### src/shared/pvic_pkg.sv
package pvic_pkg;

    localparam int PVIC_BUS_W = 24;
    localparam int PVIC_FIFO_DEPTH = 4;
    localparam int PVIC_FIFO_AW = 2;

    // Register byte offsets.
    localparam logic [11:0] PVIC_OFS_CTRL = 12'h000;
    localparam logic [11:0] PVIC_OFS_MAP = 12'h004;
    localparam logic [11:0] PVIC_OFS_STATUS = 12'h008;
    localparam logic [11:0] PVIC_OFS_COUNT = 12'h00C;
    localparam logic [11:0] PVIC_OFS_PIXEL = 12'h010;

    // Control register field positions.
    localparam int PVIC_CTRL_ENABLE = 0;
    localparam int PVIC_CTRL_EDGE = 1;
    localparam int PVIC_CTRL_VPOL = 2;
    localparam int PVIC_CTRL_HPOL = 3;
    localparam int PVIC_CTRL_DPOL = 4;

    // Reset values: enabled, rising edge, all signals active high.
    localparam logic [31:0] PVIC_CTRL_RESET = 32'h0000_0001;

    // Map register: three 2-bit lane selects, red at 5:4, green 3:2, blue 1:0.
    localparam int PVIC_MAP_RED = 4;
    localparam int PVIC_MAP_GREEN = 2;
    localparam int PVIC_MAP_BLUE = 0;
    localparam logic [5:0] PVIC_MAP_RESET = 6'h24;

    typedef struct packed {
        logic frame_sync;
        logic line_sync;
        logic [7:0] red;
        logic [7:0] green;
        logic [7:0] blue;
    } pvic_pixel_type;

    typedef struct packed {
        logic frame_sync;
        logic line_sync;
        logic pixel_valid;
        logic [PVIC_BUS_W-1:0] pixel_bus;
    } pvic_video_in_type;

endpackage : pvic_pkg

### src/rtl/pvic_capture.sv
// The APB slave port and the placing of the registers are this design's own decisions.
`timescale 1ns/1ps
module pvic_capture
    import pvic_pkg::*;
(
    input wire logic pclk,
    input wire logic presetn,
    input wire logic psel,
    input wire logic penable,
    input wire logic pwrite,
    input wire logic [11:0] paddr,
    input wire logic [31:0] pwdata,
    output logic [31:0] prdata,
    output logic pready,
    output logic pslverr,
    input wire logic pixel_clk,
    input wire pvic_pkg::pvic_video_in_type video_in,
    output pvic_pkg::pvic_pixel_type pixel_out,
    output logic pixel_out_valid,
    input wire logic pixel_out_ready
);
    import pvic_pkg::*;

    localparam int PW = $bits(pvic_video_in_type);
    localparam int OW = $bits(pvic_pixel_type);

    function automatic logic [7:0] pvic_lane(input logic [23:0] bus, input logic [1:0] sel);
        logic [7:0] r;
        r = 8'h00;
        unique case (sel)
            2'd0: r = bus[7:0];
            2'd1: r = bus[15:8];
            2'd2: r = bus[23:16];
            2'd3: r = 8'h00;
        endcase
        return r;
    endfunction : pvic_lane

    // True for the five register offsets; anything else is refused.
    function automatic logic pvic_mapped(input logic [11:0] addr);
        logic hit;
        hit = 1'b0;
        unique case (addr)
            PVIC_OFS_CTRL, PVIC_OFS_MAP, PVIC_OFS_STATUS, PVIC_OFS_COUNT,
            PVIC_OFS_PIXEL: begin
                hit = 1'b1;
            end
            default: begin
                hit = 1'b0;
            end
        endcase
        return hit;
    endfunction : pvic_mapped

    // Two-flop synchronisers for the pixel clock and the video inputs.
    logic [PW:0] sync1_reg, sync2_reg, sync3_reg;
    always_ff @(posedge pclk or negedge presetn) begin
        if (!presetn) begin
            sync1_reg <= '0;
            sync2_reg <= '0;
            sync3_reg <= '0;
        end else begin
            sync1_reg <= {pixel_clk, video_in};
            sync2_reg <= sync1_reg;
            sync3_reg <= sync2_reg;
        end
    end

    // Registers.
    logic [31:0] ctrl_reg, ctrl_next;
    logic [5:0] map_reg, map_next;
    logic overflow_reg, overflow_next;
    logic [31:0] count_reg, count_next;
    logic [31:0] prdata_reg, prdata_next;
    logic pready_reg, pready_next;
    logic pslverr_reg, pslverr_next;
    pvic_pixel_type last_reg, last_next;
    pvic_pixel_type out_reg, out_next;
    logic out_valid_reg, out_valid_next;

    // Video path signals.
    logic clk_now, clk_old, cap_edge, vpol, hpol, dpol;
    pvic_video_in_type vin;
    pvic_pixel_type word;
    logic accept, fifo_in_ready, fifo_out_valid, out_take;
    logic [OW-1:0] fifo_out_data;
    logic [7:0] colour [3];

    // Bus path signals.
    logic acc_first, wr_access, rd_access, clr_ovf;

    // One lane selector per colour: blue, green, red.
    genvar gi;
    generate
        for (gi = 0; gi < 3; gi++) begin : g_lane
            assign colour[gi] = pvic_lane(vin.pixel_bus, map_reg[2*gi+:2]);
        end
    endgenerate

    always_comb begin
        clk_now = sync2_reg[PW];
        clk_old = sync3_reg[PW];
        vin = pvic_video_in_type'(sync2_reg[PW-1:0]);
        // Edge 0 selects the rising edge, as after reset.
        cap_edge = ctrl_reg[PVIC_CTRL_EDGE] ? (clk_old && !clk_now)
                                            : (!clk_old && clk_now);
        vpol = vin.frame_sync ^ ctrl_reg[PVIC_CTRL_VPOL];
        hpol = vin.line_sync ^ ctrl_reg[PVIC_CTRL_HPOL];
        dpol = vin.pixel_valid ^ ctrl_reg[PVIC_CTRL_DPOL];
        word.frame_sync = vpol;
        word.line_sync = hpol;
        word.red = colour[PVIC_MAP_RED/2];
        word.green = colour[PVIC_MAP_GREEN/2];
        word.blue = colour[PVIC_MAP_BLUE/2];
        accept = cap_edge && dpol && ctrl_reg[PVIC_CTRL_ENABLE];
    end

    pvic_fifo #(
        .WIDTH(OW),
        .DEPTH(PVIC_FIFO_DEPTH),
        .AW(PVIC_FIFO_AW)
    ) u_fifo (
        .pclk(pclk),
        .presetn(presetn),
        .in_data(word),
        .in_valid(accept),
        .in_ready(fifo_in_ready),
        .out_data(fifo_out_data),
        .out_valid(fifo_out_valid),
        .out_ready(out_take)
    );

    // Output stage register: holds one word, loads when empty or drained.
    always_comb begin
        out_take = fifo_out_valid && (!out_valid_reg || pixel_out_ready);
        out_next = out_reg;
        out_valid_next = out_valid_reg;
        if (out_take) begin
            out_next = pvic_pixel_type'(fifo_out_data);
            out_valid_next = 1'b1;
        end else if (pixel_out_ready) begin
            out_valid_next = 1'b0;
        end
    end

    always_ff @(posedge pclk or negedge presetn) begin
        if (!presetn) begin
            out_reg <= '0;
            out_valid_reg <= 1'b0;
        end else begin
            out_reg <= out_next;
            out_valid_reg <= out_valid_next;
        end
    end

    // Bus handshake: one wait state, then ready for a single cycle.
    always_comb begin
        acc_first = psel && penable && !pready_reg;
        // Writes land at the edge where the master sees ready high.
        wr_access = psel && penable && pwrite && pready_reg && !pslverr_reg;
        // Read data is taken in the setup cycle and held until the next read.
        rd_access = psel && !penable && !pwrite;
        pready_next = acc_first;
        pslverr_next = acc_first && !pvic_mapped(paddr);
        prdata_next = prdata_reg;
        if (rd_access) begin
            if (pvic_mapped(paddr)) begin
                unique case (paddr)
                    PVIC_OFS_CTRL: prdata_next = ctrl_reg;
                    PVIC_OFS_MAP: prdata_next = {26'h000_0000, map_reg};
                    PVIC_OFS_STATUS: prdata_next = {29'h0000_0000, !fifo_in_ready,
                                                    fifo_out_valid, overflow_reg};
                    PVIC_OFS_COUNT: prdata_next = count_reg;
                    PVIC_OFS_PIXEL: prdata_next = {6'h00, last_reg};
                    default: prdata_next = 32'h0000_0000;
                endcase
            end else begin
                prdata_next = 32'h0000_0000;
            end
        end
    end

    always_ff @(posedge pclk or negedge presetn) begin
        if (!presetn) begin
            prdata_reg <= '0;
            pready_reg <= 1'b0;
            pslverr_reg <= 1'b0;
        end else begin
            prdata_reg <= prdata_next;
            pready_reg <= pready_next;
            pslverr_reg <= pslverr_next;
        end
    end

    // Control and map registers.
    always_comb begin
        ctrl_next = ctrl_reg;
        map_next = map_reg;
        if (wr_access && paddr == PVIC_OFS_CTRL) begin
            ctrl_next = {27'h000_0000, pwdata[4:0]};
        end
        if (wr_access && paddr == PVIC_OFS_MAP) begin
            map_next = pwdata[5:0];
        end
    end

    always_ff @(posedge pclk or negedge presetn) begin
        if (!presetn) begin
            ctrl_reg <= PVIC_CTRL_RESET;
            map_reg <= PVIC_MAP_RESET;
        end else begin
            ctrl_reg <= ctrl_next;
            map_reg <= map_next;
        end
    end

    // Status flag, accepted pixel count and last accepted pixel.
    always_comb begin
        clr_ovf = wr_access && paddr == PVIC_OFS_STATUS && pwdata[0];
        overflow_next = overflow_reg;
        count_next = count_reg;
        last_next = last_reg;
        if (clr_ovf) begin
            overflow_next = 1'b0;
        end
        // A lost pixel sets the flag even when cleared in the same cycle.
        if (accept && !fifo_in_ready) begin
            overflow_next = 1'b1;
        end
        if (wr_access && paddr == PVIC_OFS_COUNT) begin
            count_next = 32'h0000_0000;
        end
        if (accept && fifo_in_ready) begin
            count_next = count_reg + 32'h0000_0001;
            last_next = word;
        end
    end

    always_ff @(posedge pclk or negedge presetn) begin
        if (!presetn) begin
            count_reg <= '0;
            last_reg <= '0;
            overflow_reg <= 1'b0;
        end else begin
            count_reg <= count_next;
            last_reg <= last_next;
            overflow_reg <= overflow_next;
        end
    end

    assign prdata = prdata_reg;
    assign pready = pready_reg;
    assign pslverr = pslverr_reg;
    assign pixel_out = out_reg;
    assign pixel_out_valid = out_valid_reg;
endmodule : pvic_capture

### src/rtl/pvic_fifo.sv
`timescale 1ns/1ps
module pvic_fifo #(
    parameter int WIDTH = 26,
    parameter int DEPTH = 4,
    parameter int AW = 2
) (
    input wire logic pclk,
    input wire logic presetn,
    input wire logic [WIDTH-1:0] in_data,
    input wire logic in_valid,
    output logic in_ready,
    output logic [WIDTH-1:0] out_data,
    output logic out_valid,
    input wire logic out_ready
);
    logic [WIDTH-1:0] mem_reg [DEPTH];
    logic [AW:0] wr_reg, wr_next, rd_reg, rd_next;
    logic push, pop;

    always_comb begin
        in_ready = (wr_reg - rd_reg) != (AW+1)'(DEPTH);
        out_valid = wr_reg != rd_reg;
        out_data = mem_reg[rd_reg[AW-1:0]];
        push = in_valid && in_ready;
        pop = out_valid && out_ready;
        wr_next = wr_reg + (AW+1)'(push);
        rd_next = rd_reg + (AW+1)'(pop);
    end

    always_ff @(posedge pclk or negedge presetn) begin
        if (!presetn) begin
            wr_reg <= '0;
            rd_reg <= '0;
        end else begin
            wr_reg <= wr_next;
            rd_reg <= rd_next;
        end
    end

    always_ff @(posedge pclk) begin
        if (push) begin
            mem_reg[wr_reg[AW-1:0]] <= in_data;
        end
    end
endmodule : pvic_fifo

### config.mk
export PLATFORM = sky130hd
export DESIGN_NAME = pvic_capture
export DESIGN_NICKNAME = d
export VERILOG_FILES = /design/src/shared/pvic_pkg.sv /design/src/rtl/pvic_capture.sv /design/src/rtl/pvic_fifo.sv
export SDC_FILE = /design/constraint.sdc
export NUM_CORES = 1
export LEC_CHECK = 0
export ABC_AREA = 1
export BUFFER_PORTS_ARGS = -buffer_cell sky130_fd_sc_hd__buf_4
export CORE_ASPECT_RATIO = 2
export CORE_MARGIN = 5
export CORE_UTILIZATION = 63
export DETAILED_ROUTE_END_ITERATION = 10
export MAX_ROUTING_LAYER = met4
export PLACE_DENSITY = 0.85
export SETUP_SLACK_MARGIN = 0.5
export SYNTH_ARGS = -nofsm -noshare
export SYNTH_HDL_FRONTEND = slang
export SYNTH_SLANG_ARGS = --single-unit
### constraint.sdc
create_clock -name pclk -period 6.3 [get_ports pclk]
set_input_delay 0 -clock pclk [delete_from_list [all_inputs] [get_ports pclk]]
set_output_delay 0 -clock pclk [all_outputs]
set_load 0.005 [all_outputs]
==> impl_metrics.toml, run 1 <==
[synth]
synth-seq-area-share = 0.6401
syn_inst = 1301
ys.flop_type = "sky130_fd_sc_hd__dfrtp_1"
ys_async_sr_fraction = 0.6510
synth.cell_area_um2 = 12470
synth.lib_cells_used.distinct = 33
post-synth-top-area-fraction = 0.3833
synth_edf_count = 104
warning_count_from_the_yosys_run = 0
netlist_top_cells_count = "329 x sky130_fd_sc_hd__nand2_1, 206 x sky130_fd_sc_hd__nor2_1, 191 x sky130_fd_sc_hd__dfrtp_1, 104 x sky130_fd_sc_hd__edfxtp_1, 102 x sky130_fd_sc_hd__o21ai_0"
syn_nets = 1386
ys_ff_latch = 298
netlist.top_cell.by_area = "sky130_fd_sc_hd__dfrtp_1"
synthTopCellsByArea = "sky130_fd_sc_hd__dfrtp_1 38%, sky130_fd_sc_hd__edfxtp_1 25%, sky130_fd_sc_hd__nand2_1 9.9%, sky130_fd_sc_hd__nor2_1 6.2%, sky130_fd_sc_hd__o21ai_0 4.1%"
synth.most_common_cell = "sky130_fd_sc_hd__nand2_1"
syn-mean-instance-area_um2 = 9.585

[global_routing]
total_overflow_reported_by_the_global_router = 0
via_count_of_the_first_global_routing_pass = 10060
first_pass_grt_wire_length_mm = 52.68
antenna_violations_before_repair = 1
global_route.usage.total = 0.3104
grt_max_degree = 126

[critical_path]
ff2ff_setup_slack_ns = 2.91
timing.reg2reg.worst_path_depth = 10
worst-endpoint-required_ns = 6.73
regToRegEndpoint = "count_reg[18]$_DFFE_PN0P_"
worst_setup_path_start_kind = "register"
crit_fanout = 34
critical_path_class = "reg2reg"
cp.arrival_ns = 3.81
worstSetupEndpointType = "register"
rr_startpoint = "u_fifo.rd_reg[1]$_DFF_PN0_"

[clocking]
cts_resized = 0
path_clk_slew_ns = 0.07
cts_inserted_buffers = 25
tritoncts_clock_tree = "built"
insertion_delay_ns = 0.53
post_cts.repair.setup_buffers = 0
cts.htree.levels = 1
cts_num_sinks = 298
clockRootBuffer = "sky130_fd_sc_hd__clkbuf_16"
hold_buf_count_cts = 43
clock_tree.buffer_depth = 3

[floorplanning]
die-width_um = 109.5
die_h_um = 209.0
core_area_um2 = 19460
initial_core_util = 0.6408
num_io_pins = 139
design.die.area_um2 = 22880
row_count = 72

[placed_design]
routabilityCongestion = 0.9689
placement.io_buffers = 112
placedInstanceArea_um2 = 13530
hpwlAfterDp_mm = 21.81

[worst_hold_path]
worst_hold_check_path_type = "in2reg"
timing.hold.worst_endpoint = "prdata[4]$_DFFE_PN0P_"
worst_hold_startpoint = "penable"
worst_hold_path.num_cells = 5

[timing]
final.period_utilization = 0.5374
finClkSkew_ns = 0.01408
final.hold.worst_slack_ns = 0.03069
finalHoldViolations = 0
setup_tns_ns = 0
worst_pin_slew_ns = 1.030
max_fclk_mhz = 295.4
drv_slew = 0
finalSetupViolCount = 0
period_minus_slack_ns = 3.385
rsz_0062_raised_after_global_routing = "false"
max-slew-margin-rel = 0.3133

[cells_and_area]
flow.area_growth_from_synthesis_pct = 18.43
drive_above_1_share = 0.1335
design.final.nets = 1535
final_design_area_no_fill_um2 = 14770
largest_reg_flops = 104

[power_and_ir_drop]
peakVddDrop_v = 0.0002829
power.total_w = 0.004645
power-per-cell-area_nw_per_um2 = 314.5
power.static_leakage_nw = 7.014

[drt]
routedWlPerCell_um = 19.26
route.detailed.drc = 0
route.vias.total = 9947
routed_wirelength_mm = 33.27
detailedRoute.firstPassIterationCount = 6
drt_iter0_markers = 769
final_antenna_net_count = 0
post_drt_via_cell_ratio = 5.756

[flow_run]
max_cap_viol_count = 0

[run_status]
status = "finished, final reports clean"
per-layer routing:
layer / GRT usage / part of all wire
met5: - / 0
met4: 0.1877 / 0.074
met3: 0.03428 / 0.055
met2: 0.5195 / 0.53
met1: 0.3511 / 0.34
stage by stage:
step / std cells / utilization / worst slack, ns
floorplan: 1301 / - / 2.302
finish: 1728 / 0.7589 / 2.915
global placement: 1639 / 0.6954 / 3.082
CTS: 1727 / 0.7588 / 2.962
detailed placement: 1639 / 0.6954 / 3.007
global route: 1728 / 0.7589 / 2.775
cell families after synthesis:
| logic type | share of synthesized area |
|---|---|
| AO/OA/AOI/OAI | 0.07526 |
| buffers and inverters | 0.04776 |
| XOR/XNOR | 0.01194 |
| flip-flops | 0.6401 |
| AND/OR/NAND/NOR | 0.2179 |
| adder cells (fa/ha/maj) | 0.007024 |
where the power goes:
part | total [W] | switching [W] | internal [W]
Combinational | 0.000905 | 0.000544 | 0.000361
Clock | 0.00153 | 0.000702 | 0.000830
Sequential | 0.00221 | 0.0000768 | 0.00213
how the worst max path moves through the flow:
stage                                endpoint                        from  slack [ns]  depth (start not counted)
2_1_floorplan  u_fifo.mem_reg[2][0]$_DFFE_PP_  u_fifo.rd_reg[1]$_DFF_PN0_        2.30                         10
3_3_place_gp        count_reg[20]$_DFFE_PN0P_  u_fifo.rd_reg[1]$_DFF_PN0_        3.08                         10
3_5_place_dp        count_reg[19]$_DFFE_PN0P_  u_fifo.rd_reg[1]$_DFF_PN0_        3.01                         10
4_1_cts             count_reg[18]$_DFFE_PN0P_  u_fifo.rd_reg[1]$_DFF_PN0_        2.96                         10
5_1_grt              count_reg[2]$_DFFE_PN0P_  u_fifo.rd_reg[1]$_DFF_PN0_        2.77                         10
6_report            count_reg[18]$_DFFE_PN0P_  u_fifo.rd_reg[1]$_DFF_PN0_        2.91                         10
critical path, stage by stage, from the launching register on:
cell                       delay (ns)
sky130_fd_sc_hd__dfrtp_1         0.38
sky130_fd_sc_hd__clkinv_1        0.23
sky130_fd_sc_hd__buf_4           0.31
sky130_fd_sc_hd__ha_1            0.37
sky130_fd_sc_hd__nand2_1         0.08
sky130_fd_sc_hd__nand2_1         0.05
sky130_fd_sc_hd__nand3_1         0.08
sky130_fd_sc_hd__nand3_1         0.08
sky130_fd_sc_hd__nand2_2         0.61
sky130_fd_sc_hd__nand2_1         0.68
sky130_fd_sc_hd__o21ai_0         0.38
layout by cell type, fill, tap and decap left out, types with 6 or more instances in the layout:
cell and n:
sky130_fd_sc_hd__a31oi_1 26, sky130_fd_sc_hd__edfxtp_1 104, sky130_fd_sc_hd__nor3_2 6, sky130_fd_sc_hd__o22ai_1 26, sky130_fd_sc_hd__buf_4 124, sky130_fd_sc_hd__nand2_1 329
sky130_fd_sc_hd__dlygate4sd3_1 43, sky130_fd_sc_hd__xor2_1 17, sky130_fd_sc_hd__o21ai_0 102, sky130_fd_sc_hd__inv_1 92, sky130_fd_sc_hd__nor2_2 9, sky130_fd_sc_hd__dfrtp_1 191
sky130_fd_sc_hd__clkinvlp_4 6, sky130_fd_sc_hd__o31ai_1 6, sky130_fd_sc_hd__ha_1 7, sky130_fd_sc_hd__clkbuf_16 25, sky130_fd_sc_hd__nand3_1 101, sky130_fd_sc_hd__o21ai_1 6
sky130_fd_sc_hd__nor2_1 206
layout make-up:
class                           instances  area (um2)
Clock buffer                           28       646.9
Sequential cell                       298        7981
Timing Repair Buffer                  168        1375
Inverter                               97       364.1
Multi-Input combinational cell        860        3918
Fill cell                            1333        4691
Clock inverter                         17       156.4
Antenna cell                            1       2.502
Tap cell                              259       324.1
Note: power is estimated with default switching activity, not from simulation.
==> run 2, diff against run 1 <==
ABC_AREA = 0   (was 1)
CORE_UTILIZATION = 58   (was 63)
PLACE_DENSITY = 0.79   (was 0.85)
clock period = 3.35 ns   (was 6.3 ns; I/O delays follow)
==> run 2 against run 1 <==
Net effect: register-to-register slack lost 2.2 ns; sequential power grew 86%; non-clock buffer count is the same; largest power group unchanged.
==> impl_metrics.toml, run 2 <==
[critical_path]
crit_fanout = 64
worst_setup_path_start_kind = "register"
critical_path_class = "reg2reg"
cp.arrival_ns = 3.05
critical_path.startpoint = "u_fifo.wr_reg[0]$_DFF_PN0_"
worst-endpoint-required_ns = 3.76
worstSetupEndpointType = "register"
rr_startpoint = "u_fifo.wr_reg[0]$_DFF_PN0_"

[run_status]
status = "finished, final reports clean"

[synth]
syn-mean-instance-area_um2 = 13.57
synth_fa_ha_area_frac = 0.007324
synth.most_common_cell = "sky130_fd_sc_hd__dfrtp_1"
syn_nets = 966
synth_top_family_by_area = "multiplexers"
synthTopCellsByArea = "sky130_fd_sc_hd__dfrtp_1 40%, sky130_fd_sc_hd__edfxtp_1 26%, sky130_fd_sc_hd__nand2_1 5.1%, sky130_fd_sc_hd__mux4_2 5.1%, sky130_fd_sc_hd__mux2_2 4.0%"
yosys.area_share.simple = 0.09856
post-synth-top-area-fraction = 0.3997
synth.lib_cells_used.distinct = 60
ys.flop_type = "sky130_fd_sc_hd__dfrtp_1"
netlist_top_cells_count = "191 x sky130_fd_sc_hd__dfrtp_1, 164 x sky130_fd_sc_hd__nand2_1, 104 x sky130_fd_sc_hd__edfxtp_1, 73 x sky130_fd_sc_hd__o21ai_0, 43 x sky130_fd_sc_hd__mux2_2"
ys_ff_latch = 298
warning_count_from_the_yosys_run = 0
yosys-mux-area-fraction = 0.1257
synth_compound_area_frac = 0.07491
synth_edf_count = 104
syn_inst = 881
ys_async_sr_fraction = 0.6510
synth.cell_area_um2 = 11960
netlist.top_cell.by_area = "sky130_fd_sc_hd__dfrtp_1"
synth-xor-area-share = 0.006487
synth-seq-area-share = 0.6674

[power_and_ir_drop]
peakVddDrop_v = 0.0004392
power.static_leakage_nw = 5.837
power-per-cell-area_nw_per_um2 = 584.7

[timing]
drv_slew = 0
period_minus_slack_ns = 2.640
rsz_0062_raised_after_global_routing = "false"
finClkSkew_ns = 0.009902
finalSetupViolCount = 0
finalHoldViolations = 0
worst_pin_slew_ns = 1.123
max-slew-margin-rel = 0.2435
max_fclk_mhz = 378.7
final.period_utilization = 0.7882
setup_tns_ns = 0

[floorplanning]
num_io_pins = 139
die_h_um = 213.1
initial_core_util = 0.5871
die-width_um = 111.5
design.die.area_um2 = 23760
row_count = 74
core_area_um2 = 20370

[cells_and_area]
flow.area_growth_from_synthesis_pct = 19.30
design.final.nets = 1109
largest_reg_flops = 104
layout.cells.most_common = "sky130_fd_sc_hd__dfrtp_1"
seq_area_um2 = 7981
most-common-layout-cells = "191 x sky130_fd_sc_hd__dfrtp_1, 164 x sky130_fd_sc_hd__nand2_1, 124 x sky130_fd_sc_hd__buf_4"
fillers = 1399
final_design_area_no_fill_um2 = 14270
multiInputGateArea_um2 = 3781
drive_above_1_share = 0.2442

[clocking]
cts.htree.levels = 1
tritoncts_clock_tree = "built"
cts_num_sinks = 298
cts_inserted_buffers = 23
path_clk_slew_ns = 0.07
clock_tree.buffer_depth = 3
clockRootBuffer = "sky130_fd_sc_hd__clkbuf_16"
insertion_delay_ns = 0.52

[global_routing]
global_route.usage.met3 = 0.02184
grt_max_degree = 114
antenna_violations_before_repair = 1
global_route.usage.total = 0.2516
first_pass_grt_wire_length_mm = 44.72
total_overflow_reported_by_the_global_router = 0
gr-usage-met2 = 0.4388
use_met1 = 0.2772
via_count_of_the_first_global_routing_pass = 8187
grt_busiest_layer = "met2"

[worst_hold_path]
worst_hold_check_path_type = "in2reg"
worst_hold_startpoint = "paddr[2]"

[drt]
route.detailed.drc = 0
routedWlPerCell_um = 21.55
drt_iter0_markers = 560
routed_wirelength_mm = 28.16
post_drt_via_cell_ratio = 5.945
detailedRoute.firstPassIterationCount = 5
final_antenna_net_count = 0
route.vias.total = 7770

[flow_run]
max_cap_viol_count = 0

[placed_design]
placement.io_buffers = 112
routabilityCongestion = 0.9297
hpwlAfterDp_mm = 18.67
placedInstanceArea_um2 = 13090
==> run 2: critical path: stages (launching register included) <==
cell	delay, ns
sky130_fd_sc_hd__dfrtp_1	0.43
sky130_fd_sc_hd__inv_1	0.12
sky130_fd_sc_hd__ha_1	0.20
sky130_fd_sc_hd__nor2b_2	0.18
sky130_fd_sc_hd__xnor2_2	0.24
sky130_fd_sc_hd__o21ai_2	0.10
sky130_fd_sc_hd__inv_2	0.07
sky130_fd_sc_hd__buf_4	0.54
sky130_fd_sc_hd__mux2_2	0.41
sky130_fd_sc_hd__a22o_1	0.23
==> run 2: kinds of logic (layout without fill, tap and decap cells) <==
logic type,count (synthesis),after routing
adder cells (fa/ha/maj),7,7
other,0,1
AND/OR/NAND/NOR,255,255
XOR/XNOR,8,8
flip-flops,298,298
buffers and inverters,59,218
multiplexers,111,111
AO/OA/AOI/OAI,143,143
==> run 2: metrics by stage <==
stage               power [W]  setup WS, ns  std cells  hold slack [ns]  utilization
floorplan            0.005058        0.5038        881          -0.2956            -
global placement     0.005602        0.7821       1223           0.1099       0.6428
detailed placement   0.005643        0.7189       1223           0.1104       0.6428
CTS                  0.008420        0.7131       1306          0.01415       0.7003
global route         0.008694        0.5361       1307          0.07518       0.7004
finish               0.008343        0.7096       1307          0.03139       0.7004
==> run 2: layout make-up <==
| class | instances | share of cell area |
|---|---|---|
| Timing Repair Buffer | 168 | 0.09708 |
| Antenna cell | 1 | 0.0001754 |
| Multi-Input combinational cell | 524 | 0.2650 |
| Sequential cell | 298 | 0.5594 |
| Tap cell | 266 | 0.02333 |
| Inverter | 9 | 0.002368 |
| Clock inverter | 16 | 0.01175 |
| Clock buffer | 25 | 0.04087 |
==> run 2: metal layers <==
metal / up-vias / wire [um]
met1: 3870 / 9689
met3: 104 / 1268
met4: 0 / 2063
li1: 3504 / -
met5: - / 0
met2: 292 / 15140
==> run 2: worst paths after layout <==
path / end / slack, ns / cells past startpoint
worst max-delay path: count_reg[3]$_DFFE_PN0P_ / 0.71 / 9
max in group asynchronous: pixel_out[22]$_DFFE_PN0P_ / 2.31 / 3
worst max register to register: count_reg[3]$_DFFE_PN0P_ / 0.71 / 9
worst min register to register: sync2_reg[26]$_DFF_PN0_ / 0.35 / 0
worst min-delay path: prdata[4]$_DFFE_PN0P_ / 0.03 / 4
min in group asynchronous: map_reg[4]$_DFFE_PN0P_ / 0.15 / 2
==> run 2: where the power goes <==
part / internal [W] / switching, W
clock: 0.00150 / 0.00127
combinational: 0.000809 / 0.000646
sequential: 0.00400 / 0.000122
==> run 2: timing repair <==
action | in CTS | in global routing
hold endpoints to repair | 154 | 0
setup buffers | 0 | 0
resized for setup | 0 | 0
hold buffers | 42 | 0
==> run 3, diff against run 2 <==
clock period = 2.7 ns   (was 3.35 ns; I/O delays follow)
==> run 3 against run 2 <==
Net effect: sequential cell count unchanged; worst setup slack got worse by 0.12 ns; clock power increased by 47%; first-iteration DRC count increased by 5.9%; hold slack got worse by 0.0020 ns; routed wire length increased by 3.7%.
==> impl_metrics.toml, run 3 (synthesized netlist as in run 2, its figures left out) <==
[run_status]
status = "finished, final reports clean"

[global_routing]
global_route.usage.total = 0.2599
first_pass_grt_wire_length_mm = 46.13
via_count_of_the_first_global_routing_pass = 8256
antenna_violations_before_repair = 1
total_overflow_reported_by_the_global_router = 0
gr-usage-met2 = 0.4540
grt_max_degree = 76
grt_busiest_layer = "met2"
use_met1 = 0.2884
global_route.usage.met3 = 0.03233

[clocking]
clockRootBuffer = "sky130_fd_sc_hd__clkbuf_16"
tritoncts_clock_tree = "built"
cts_num_sinks = 298
cts.htree.levels = 1
insertion_delay_ns = 0.53
path_clk_slew_ns = 0.07
cts_inserted_buffers = 24
clock_tree.buffer_depth = 3

[critical_path]
critical_path_class = "reg2reg"
worstSetupEndpointType = "register"
rr_startpoint = "u_fifo.wr_reg[0]$_DFF_PN0_"
cp_common_cell = "sky130_fd_sc_hd__buf_4"
ff2ff_setup_slack_ns = 0.59
critPathTopFamily = "buffers and inverters"
worst-endpoint-required_ns = 3.12
timing.critical_path.slowest_cell_delay_ns = 0.41
worst_setup_path_start_kind = "register"
timing.reg2reg.worst_path_depth = 11
cp_num_buf_inv = 5
regToRegEndpoint = "last_reg[14]$_DFFE_PN0P_"
worstSetupPathDepth = 11
cp.arrival_ns = 2.53
list_of_cells_traversed_by_the_critical_path = "inv_2 -> ha_1 -> nor2b_4 -> xnor2_2 -> o21ai_4 -> clkinv_4 -> buf_4 -> buf_4 -> buf_4 -> nand2_1 -> nand2_1"
crit_fanout = 16
slowest_stage = "sky130_fd_sc_hd__dfrtp_2"

[drt]
post_drt_via_cell_ratio = 6.005
route.vias.total = 7999
final_antenna_net_count = 0
drt_iter0_markers = 593
detailedRoute.firstPassIterationCount = 6
routed_wirelength_mm = 29.20
route.detailed.drc = 0
routedWlPerCell_um = 21.92

[power_and_ir_drop]
power-per-cell-area_nw_per_um2 = 753.4
power.internal_w = 0.008501
swShare = 0.2364
pwr-share-comb = 0.175
peakVddDrop_v = 0.0006696
power.total_w = 0.01113
power.net_switching_w = 0.002632
power.clock.fraction = 0.366
power.static_leakage_nw = 6.074
power.sequential.fraction = 0.460

[cells_and_area]
fillers = 1335
multiInputGateArea_um2 = 3861
flow.area_growth_from_synthesis_pct = 23.56
layout.cells.most_common = "sky130_fd_sc_hd__dfrtp_1"
design.final.nets = 1132
largest_reg_flops = 104
drive_above_1_share = 0.2685
most-common-layout-cells = "188 x sky130_fd_sc_hd__dfrtp_1, 163 x sky130_fd_sc_hd__nand2_1, 134 x sky130_fd_sc_hd__buf_4"
seq_area_um2 = 7985

[worst_hold_path]
timing.hold.worst_endpoint = "prdata[4]$_DFFE_PN0P_"
worst_hold_check_path_type = "in2reg"
worst_hold_path.num_cells = 4
worst_hold_startpoint = "paddr[3]"

[floorplanning]
die-width_um = 111.5
die_h_um = 213.1
design.die.area_um2 = 23760
num_io_pins = 139
core_area_um2 = 20370
row_count = 74
initial_core_util = 0.5871

[timing]
final.hold.worst_slack_ns = 0.02943
setup_tns_ns = 0
rsz_0062_raised_after_global_routing = "true"
finalHoldViolations = 0
finalSetupViolCount = 0
final.period_utilization = 0.7828
worst_pin_slew_ns = 1.072
max-slew-margin-rel = 0.2777
period_minus_slack_ns = 2.114
finClkSkew_ns = 0.01136
drv_slew = 0
max_fclk_mhz = 473.1

[placed_design]
hpwlAfterDp_mm = 18.92
placement.io_buffers = 112
routabilityCongestion = 0.8997

[flow_run]
max_cap_viol_count = 0
==> run 3: changes by cell type in the layout (fill, tap and decap cells not counted), sizes merged <==
cell / before / now
clkinvlp: 6 / 3
buf: 125 / 141
bufinv: 3 / 8
and3: 7 / 9
clkbuf: 26 / 28
inv: 9 / 8
bufbuf: 0 / 1
dlygate4sd3: 42 / 45
==> run 3: through the flow <==
stage | setup WS (ns) | instance area [um2] | utilization | instances
CTS | 0.5101 | 14740 | 0.7236 | 1330
floorplan | 0.003916 | 12130 | - | 881
finish | 0.5863 | 14780 | 0.7254 | 1332
detailed placement | 0.3276 | 13260 | 0.6508 | 1233
global route | 0.4564 | 14780 | 0.7254 | 1332
global placement | 0.3673 | 13260 | 0.6508 | 1233
==> run 3: worst max path at each step <==
stage	start	to	slack, ns
4_1_cts	u_fifo.wr_reg[1]$_DFF_PN0_	u_fifo.mem_reg[1][1]$_DFFE_PP_	0.51
3_3_place_gp	u_fifo.wr_reg[0]$_DFF_PN0_	u_fifo.mem_reg[3][7]$_DFFE_PP_	0.37
5_1_grt	count_reg[0]$_DFFE_PN0P_	count_reg[22]$_DFFE_PN0P_	0.46
3_5_place_dp	u_fifo.wr_reg[0]$_DFF_PN0_	u_fifo.mem_reg[2][8]$_DFFE_PP_	0.33
2_1_floorplan	u_fifo.rd_reg[1]$_DFF_PN0_	u_fifo.mem_reg[1][0]$_DFFE_PP_	0.004
6_report	u_fifo.wr_reg[0]$_DFF_PN0_	last_reg[14]$_DFFE_PN0P_	0.59
==> run 3: repair_timing <==
item	4_1_cts	5_1_grt
setup buffers	5	1
hold buffers	45	0
setup endpoints to repair	111	152
pin swaps	3	1
resized for setup	4	9
cloned	3	0
hold endpoints to repair	210	0
==> run 3: layout make-up <==
type                    count  area share
clock buffers              27     0.04284
well taps                 266     0.02252
repair buffers            188      0.1100
multi-input cells         526      0.2613
diodes                      1   0.0001693
flip-flops and latches    298      0.5404
inverters                   9    0.002794
clock inverters            17     0.01998
==> run 3: routing by layer <==
layer	up-vias	share of wire
met4	0	0.064
met5	-	0
li1	3561	-
met1	4005	0.35
met2	330	0.54
met3	103	0.052
==> run 3: power by group through the flow <==
stage,Clock [W],Combinational [W],Sequential (W)
5_1_grt,0.00434,0.00210,0.00515
2_1_floorplan,0,0.00116,0.00520
3_3_place_gp,0,0.00185,0.00520
4_1_cts,0.00413,0.00197,0.00512
6_report,0.00407,0.00194,0.00512
3_5_place_dp,0,0.00190,0.00521
==> run 3: worst reg2reg max path, delay by kind of cell (launching register included) <==
family / cells / cell delay [ns]
buffers and inverters: 5 / 0.74
flip-flops: 1 / 0.41
AND/OR/NAND/NOR: 3 / 0.39
AO/OA/AOI/OAI: 1 / 0.19
adder cells (fa/ha/maj): 1 / 0.16
XOR/XNOR: 1 / 0.12
